### src/hdl/pdt_params.svh
/*
 Register offsets, field positions, widths and reset values of the power
 domain transition and error block.
 Assumes inclusion by bare name from the package and the design module.
*/
`ifndef PDT_PARAMS_SVH
`define PDT_PARAMS_SVH

// ----------------------------------------------------------------------
// Widths
// ----------------------------------------------------------------------
`define PDT_AW 12
`define PDT_DW 32
`define PDT_NMOD 41
`define PDT_NLOW 32
`define PDT_NHIGH 9
`define PDT_NEVT 3

// ----------------------------------------------------------------------
// Register offsets (byte addresses)
// ----------------------------------------------------------------------
`define PDT_OFS_EVAL 12'h018
`define PDT_OFS_MPEND_LO 12'h040
`define PDT_OFS_MPEND_HI 12'h044
`define PDT_OFS_MCLR_LO 12'h050
`define PDT_OFS_MCLR_HI 12'h054
`define PDT_OFS_DPEND 12'h060
`define PDT_OFS_DCLR 12'h068
`define PDT_OFS_TCMD 12'h120
`define PDT_OFS_TSTAT 12'h128
`define PDT_OFS_ISTAT 12'h070
`define PDT_OFS_IMASK 12'h074

// ----------------------------------------------------------------------
// Field positions and reset values
// ----------------------------------------------------------------------
`define PDT_BIT0 0
`define PDT_EVT_DONE 0
`define PDT_EVT_MERR 1
`define PDT_EVT_DERR 2
`define PDT_ZERO32 32'h00000000
`define PDT_RST_MOD 41'h00000000000
`define PDT_RST_EVT 3'h0

`endif

### src/hdl/pdt_pkg.sv
/*
 Types shared by the power domain transition and error block.
 Assumes pdt_params.svh is on the include path.
*/
`include "pdt_params.svh"

package pdt_pkg;

	// Domain and module state encoding
	typedef enum logic [0:0] {
		PWR_OFF = 1'b0,
		PWR_ON = 1'b1
	} pwr_state_e;

	// One register bus request
	typedef struct packed {
		logic [`PDT_AW-1:0] addr;
		logic [`PDT_DW-1:0] wdata;
		logic wr;
		logic rd;
	} reg_req_s;

	typedef logic [`PDT_NMOD-1:0] mod_vec_t;

endpackage

### src/hdl/power_domain_transition_err.sv
/*
 Error pending and clear registers, go command and transition status of
 the always-on power domain and its 41 modules, with its interrupt logic.
 Assumes the rest of the controller supplies event levels, next-state and
 current-state fields synchronous to core_clk, and follows the requests.
*/
// The strobed register port and the register offsets were left to the implementer.
`timescale 1ns/1ns
`include "pdt_params.svh"

module power_domain_transition_err (
	// Clock and reset
	input wire logic core_clk,
	input wire logic arst_n,
	// Register port
	input wire pdt_pkg::reg_req_s bus_req,
	output logic [`PDT_DW-1:0] bus_rdata,
	// Error events and flag clears
	input wire pdt_pkg::mod_vec_t mod_event,
	input wire logic dom_event,
	output pdt_pkg::mod_vec_t mod_flag_clr,
	// Next and current states
	input wire pdt_pkg::mod_vec_t mod_next,
	input wire pdt_pkg::mod_vec_t mod_cur,
	input wire pdt_pkg::pwr_state_e dom_next,
	input wire pdt_pkg::pwr_state_e dom_cur,
	// Transition requests
	output pdt_pkg::mod_vec_t mod_req,
	output pdt_pkg::mod_vec_t mod_target,
	output logic dom_req,
	output pdt_pkg::pwr_state_e dom_target,
	// Interrupts
	output logic power_sleep_irq,
	output logic irq
);
	import pdt_pkg::*;

	// ------------------------------------------------------------------
	// Address decode
	// ------------------------------------------------------------------
	wire logic hit_eval = bus_req.addr == `PDT_OFS_EVAL;
	wire logic hit_mplo = bus_req.addr == `PDT_OFS_MPEND_LO;
	wire logic hit_mphi = bus_req.addr == `PDT_OFS_MPEND_HI;
	wire logic hit_mclo = bus_req.addr == `PDT_OFS_MCLR_LO;
	wire logic hit_mchi = bus_req.addr == `PDT_OFS_MCLR_HI;
	wire logic hit_dpend = bus_req.addr == `PDT_OFS_DPEND;
	wire logic hit_dclr = bus_req.addr == `PDT_OFS_DCLR;
	wire logic hit_tcmd = bus_req.addr == `PDT_OFS_TCMD;
	wire logic hit_tstat = bus_req.addr == `PDT_OFS_TSTAT;
	wire logic hit_istat = bus_req.addr == `PDT_OFS_ISTAT;
	wire logic hit_imask = bus_req.addr == `PDT_OFS_IMASK;

	// Write commands; only the documented bits act, the rest are ignored
	wire logic [`PDT_NLOW-1:0] clr_lo = (bus_req.wr && hit_mclo) ?
		bus_req.wdata[`PDT_NLOW-1:0] : '0;
	wire logic [`PDT_NHIGH-1:0] clr_hi = (bus_req.wr && hit_mchi) ?
		bus_req.wdata[`PDT_NHIGH-1:0] : '0;
	wire mod_vec_t mod_clr = {clr_hi, clr_lo};
	wire logic dom_clr = bus_req.wr && hit_dclr && bus_req.wdata[`PDT_BIT0];
	wire logic go_wr = bus_req.wr && hit_tcmd && bus_req.wdata[`PDT_BIT0];
	wire logic eval_wr = bus_req.wr && hit_eval && bus_req.wdata[`PDT_BIT0];

	// ------------------------------------------------------------------
	// Pending flags
	// ------------------------------------------------------------------
	mod_vec_t mpend_reg;
	mod_vec_t mpend_next;
	logic dpend_reg;
	logic dpend_next;

	// Set beats clear, so an event landing on the clear write is kept
	assign mpend_next = (mpend_reg & ~mod_clr) | mod_event;
	assign dpend_next = (dpend_reg & ~dom_clr) | dom_event;

	// The module status flags live elsewhere; they get the same strobe
	assign mod_flag_clr = mod_clr;

	// Pending registers
	always_ff @(posedge core_clk or negedge arst_n) begin
		if (!arst_n) begin
			mpend_reg <= `PDT_RST_MOD;
			dpend_reg <= 1'b0;
		end else begin
			mpend_reg <= mpend_next;
			dpend_reg <= dpend_next;
		end
	end

	// ------------------------------------------------------------------
	// Transition engine
	// ------------------------------------------------------------------
	mod_vec_t mreq_reg;
	mod_vec_t mreq_next;
	mod_vec_t mtgt_reg;
	mod_vec_t mtgt_next;
	logic dreq_reg;
	logic dreq_next;
	pwr_state_e dtgt_reg;
	pwr_state_e dtgt_next;

	// A request stays up until the current state reaches its target.
	// Next fields are sampled only at go, so later edits wait for a new go.
	wire mod_vec_t mod_diff = mod_next ^ mod_cur;
	wire logic dom_diff = dom_next != dom_cur;
	wire mod_vec_t mod_hold = mreq_reg & (mtgt_reg ^ mod_cur);
	wire logic dom_hold = dreq_reg && (dtgt_reg != dom_cur);
	assign mreq_next = go_wr ? (mod_diff | mod_hold) : mod_hold;
	assign mtgt_next = go_wr ? mod_next : mtgt_reg;
	assign dreq_next = go_wr ? (dom_diff || dom_hold) : dom_hold;
	assign dtgt_next = go_wr ? dom_next : dtgt_reg;

	// Request and target registers
	always_ff @(posedge core_clk or negedge arst_n) begin
		if (!arst_n) begin
			mreq_reg <= `PDT_RST_MOD;
			mtgt_reg <= `PDT_RST_MOD;
			dreq_reg <= 1'b0;
			dtgt_reg <= PWR_OFF;
		end else begin
			mreq_reg <= mreq_next;
			mtgt_reg <= mtgt_next;
			dreq_reg <= dreq_next;
			dtgt_reg <= dtgt_next;
		end
	end

	assign mod_req = mreq_reg;
	assign mod_target = mtgt_reg;
	assign dom_req = dreq_reg;
	assign dom_target = dtgt_reg;

	// Transition in progress flag
	wire logic busy = dreq_reg || (|mreq_reg);

	// ------------------------------------------------------------------
	// Interrupts
	// ------------------------------------------------------------------
	logic busy_d_reg;
	logic armed_reg;
	logic armed_next;
	logic [`PDT_NEVT-1:0] istat_reg;
	logic [`PDT_NEVT-1:0] istat_next;
	logic [`PDT_NEVT-1:0] imask_reg;

	// Events: transition finished, new module error, new domain error
	wire logic [`PDT_NEVT-1:0] evt = {
		dom_event && !dpend_reg,
		|(mod_event & ~mpend_reg),
		busy_d_reg && !busy
	};
	wire logic [`PDT_NEVT-1:0] istat_clr = (bus_req.wr && hit_istat) ?
		bus_req.wdata[`PDT_NEVT-1:0] : '0;
	assign istat_next = (istat_reg & ~istat_clr) | evt;

	// The controller line drops once raised and returns only on an
	// evaluate write, so software re-checks sources before a new edge.
	wire logic any_pend = dpend_reg || (|mpend_reg);
	assign armed_next = eval_wr ? 1'b1 : (armed_reg && !any_pend);
	assign power_sleep_irq = armed_reg && any_pend;
	assign irq = |(istat_reg & imask_reg);

	// Interrupt registers
	always_ff @(posedge core_clk or negedge arst_n) begin
		if (!arst_n) begin
			busy_d_reg <= 1'b0;
			armed_reg <= 1'b1;
			istat_reg <= `PDT_RST_EVT;
			imask_reg <= `PDT_RST_EVT;
		end else begin
			busy_d_reg <= busy;
			armed_reg <= armed_next;
			istat_reg <= istat_next;
			if (bus_req.wr && hit_imask) begin
				imask_reg <= bus_req.wdata[`PDT_NEVT-1:0];
			end
		end
	end

	// ------------------------------------------------------------------
	// Read data
	// ------------------------------------------------------------------
	// Write-only, reserved and unmapped locations all return zero
	logic [`PDT_DW-1:0] rsel;
	always_comb begin
		rsel = `PDT_ZERO32;
		if (hit_mplo) begin
			rsel = mpend_reg[`PDT_NLOW-1:0];
		end else if (hit_mphi) begin
			rsel[`PDT_NHIGH-1:0] = mpend_reg[`PDT_NMOD-1:`PDT_NLOW];
		end else if (hit_dpend) begin
			rsel[`PDT_BIT0] = dpend_reg;
		end else if (hit_tstat) begin
			rsel[`PDT_BIT0] = busy;
		end else if (hit_istat) begin
			rsel[`PDT_NEVT-1:0] = istat_reg;
		end else if (hit_imask) begin
			rsel[`PDT_NEVT-1:0] = imask_reg;
		end
	end

	// Read data stands only in the cycle after the strobe
	always_ff @(posedge core_clk or negedge arst_n) begin
		if (!arst_n) begin
			bus_rdata <= `PDT_ZERO32;
		end else begin
			bus_rdata <= bus_req.rd ? rsel : `PDT_ZERO32;
		end
	end
endmodule

### config.mk
export PLATFORM = sky130hd
export DESIGN_NAME = power_domain_transition_err
export DESIGN_NICKNAME = d
export VERILOG_FILES = /design/src/hdl/pdt_pkg.sv /design/src/hdl/power_domain_transition_err.sv
export VERILOG_INCLUDE_DIRS = /design/src /design/src/hdl
export SDC_FILE = /design/constraint.sdc
export NUM_CORES = 1
export LEC_CHECK = 0
export BUFFER_PORTS_ARGS = -buffer_cell sky130_fd_sc_hd__buf_4
export CORE_AREA = 2 2 131 133
export CTS_BUF_LIST = sky130_fd_sc_hd__clkbuf_4 sky130_fd_sc_hd__clkbuf_8
export DETAILED_ROUTE_END_ITERATION = 6
export DIE_AREA = 0 0 133 135
export GPL_TIMING_DRIVEN = 0
export PLACE_DENSITY = 0.79
export REMOVE_ABC_BUFFERS = 1
export SKIP_CTS_REPAIR_TIMING = 1
export SKIP_LAST_GASP = 1
export SLEW_MARGIN = 0
export SYNTH_ARGS = -nofsm -noshare
export SYNTH_HDL_FRONTEND = slang
export SYNTH_SLANG_ARGS = --single-unit
### constraint.sdc
create_clock -name core_clk -period 4.9 [get_ports core_clk]
set_input_delay 0.98 -clock core_clk [delete_from_list [all_inputs] [get_ports core_clk]]
set_output_delay 0.98 -clock core_clk [all_outputs]
set_load 0.005 [all_outputs]
==> results.yml <==
status:
  status: "completed"
floorplan:
  die_width_um: 133
  ios: 333
  die_h_um: 135
  die_area_mm2: 0.0180
  rows: 47
  initial_core_util: 0.467
  core_area_mm2: 0.0164
clocking:
  cts-buffers-inserted: 17
  clock-sinks: 166
  clk_pin_slew_worst_paths_ns: 0.08
  h-tree-depth: 4
  cts_root_buffer: "clkbuf_8"
  cts_buffer_depth: 2
  clk_latency_ns: 0.45
  tritoncts: "built"
global_routing:
  grt-ovfl-total: 0
  grt_usage: 0.277
  antenna_found_initial: 1
  grt_pass1_vias: 7209
  grt_pass1_wl_um: 38300
  grt_max_degree: 92
routing:
  num_vias: 7288
  wirelength_um: 25000
  antenna_left: 0
  avgViaCountPerCell: 5.47
  dr.pass1.iters: 4
  drt_iter0_markers: 439
  drc: 0
  avgRoutedWirePerCell_um: 18.8
synthesis:
  post_synth_num_cell_types: 47
  ys_async_sr_fraction: 1.00
  synth-seq-cells: 166
  synth_top_cell_by_area: "dfrtp_1"
  synth_cells: 770
  synth_edf_count: 0
  ys_top_cells_by_area: "dfrtp_1, inv_1, a2bb2oi_1"
  avgSynthCellArea_um2: 9.96
  ys_seq_area_frac: 0.542
  synth_top_cell_area_share: 0.538
  synthFlopType: "dfrtp_1"
  syn_area_mm2: 0.00767
  synth_warnings: 0
layout:
  final_core_util: 0.665
  n_fill_cell: 1335
  mostFrequentLayoutCell: "buf_4"
  drive_gt1_frac: 0.347
  area_delta_synth_final_pct: 42.3
  final_cell_mix: "buf_4, dfrtp_1, inv_1"
  final_nets: 1273
  final_area_mm2: 0.0109
placed_design:
  hpwlAfterDp_um: 19500
  place.port_buffers: 332
  gp_congestion: 0.866
  dpl_cell_area_mm2: 0.0104
sta:
  min_period_ns: 4.00
  min_period_over_period: 0.817
  final-setup-viol-count: 0
  rsz0062_at_grt: "no"
  worst_pin_slew_ns: 1.23
  slew-limit-headroom: 0.170
  skew_ns: 0.00974
  slew_viol_final: 0
  hold_violations: 0
  max_clock_freq_ghz: 0.250
worst_setup_path:
  path_class: "primary input to output pin"
  crit_path_frequent_cell: "buf_4"
  worstPathMaxFanout: 15
  critPathLaunchType: "primary input"
  cp.required_ns: 3.92
  crit_chain: "buf_4 > or4_1 > nor4_2 > buf_4 > buf_4 > and2_1 > buf_4"
  cp.arrival_ns: 3.02
  cp_slowest_stage_delay_ns: 0.83
  endpoint_kind: "output pin"
  rrSetupSlack_ns: 3.17
  cpMaxStageDelayCell: "or4_1"
power_and_ir_drop:
  peakVddDrop_mv: 0.193
  leakagePower_uw: 0.00548
  report.power.total_uw: 2850
  p_per_area_mw_per_mm2: 261
job:
  max_cap_viol_count: 0
worst_hold_path:
  hp-class: "primary input to async pin"
## logic make-up (layout without fill, tap and decap cells)
logic type / after synthesis / count (layout) / share of synthesized area
other: 0 / 1 / 0
flip-flops: 166 / 166 / 0.542
AO/OA/AOI/OAI: 241 / 241 / 0.216
buffers and inverters: 134 / 476 / 0.0729
multiplexers: 4 / 4 / 0.00571
XOR/XNOR: 4 / 4 / 0.00457
AND/OR/NAND/NOR: 221 / 221 / 0.159
## per-stage QoR
step	cells	setup WS, ns	TNS (ns)	hold WS [ns]
2_1_floorplan	737	-1.87	-150.88	0.477
3_3_place_gp	1289	-4.26	-474.63	0.494
3_5_place_dp	1300	0.903	0	0.506
4_1_cts	1332	0.884	0	0.490
5_1_grt	1333	0.764	0	0.513
6_report	1333	0.899	0	0.481
## power breakdown
group	internal (uW)	switching, uW	leakage, uW
clock network	648	505	0.000237
registers	1390	29.7	0.00181
logic	158	117	0.00343
total	2200	652	0.00548
## final timing paths
path | from | end | cells after the start
max in group asynchronous | arst_n | mod_req[14] | 2
hold / removal | arst_n | bus_rdata[6] | 1
hold reg to reg | busy_d_reg | istat_reg[0] | 2
min in group core_clk | busy_d_reg | istat_reg[0] | 2
setup / recovery | bus_req[42] | mod_flag_clr[7] | 7
setup reg to reg | mod_req[22] | istat_reg[0] | 4
## cells in the mapped netlist, drive strengths merged (3+ instances only)
master / number
dfrtp: 165
inv: 101
nor2: 5
o21bai: 6
a221oi: 40
nor4: 37
nor2b: 8
nor3: 7
nand4: 5
nand3: 6
or4: 3
and3: 12
clkbuf: 17
a21oi: 45
mux2: 3
and2: 27
a2bb2oi: 42
a21o: 20
nand2b: 27
o22ai: 3
or4b: 3
o21ai: 62
a22oi: 6
o2111ai: 8
nand2: 72
buf: 16
## per-layer routing
layer,routed length (um),global-route usage
met5,0,0
met4,610,0.101
met3,2240,0.0897
met2,12700,0.477
met1,9510,0.326
## worst max-delay path, delay by kind of cell
kind	cells	cell delay, ns
and+or+nand+nor	3	1.33
buffers and inverters	4	0.70
## cell type report
type                    instances  area, um2  area share
diodes                          1       2.50    0.000229
clock buffers                  21        277      0.0253
clock inverters                11        198      0.0181
inverters                     101        379      0.0347
multi-input cells             470       2970       0.272
flip-flops and latches        166       4160       0.381
well taps                     220        275      0.0252
repair buffers                343       2660       0.243
Power figures use the tool's default switching activity.
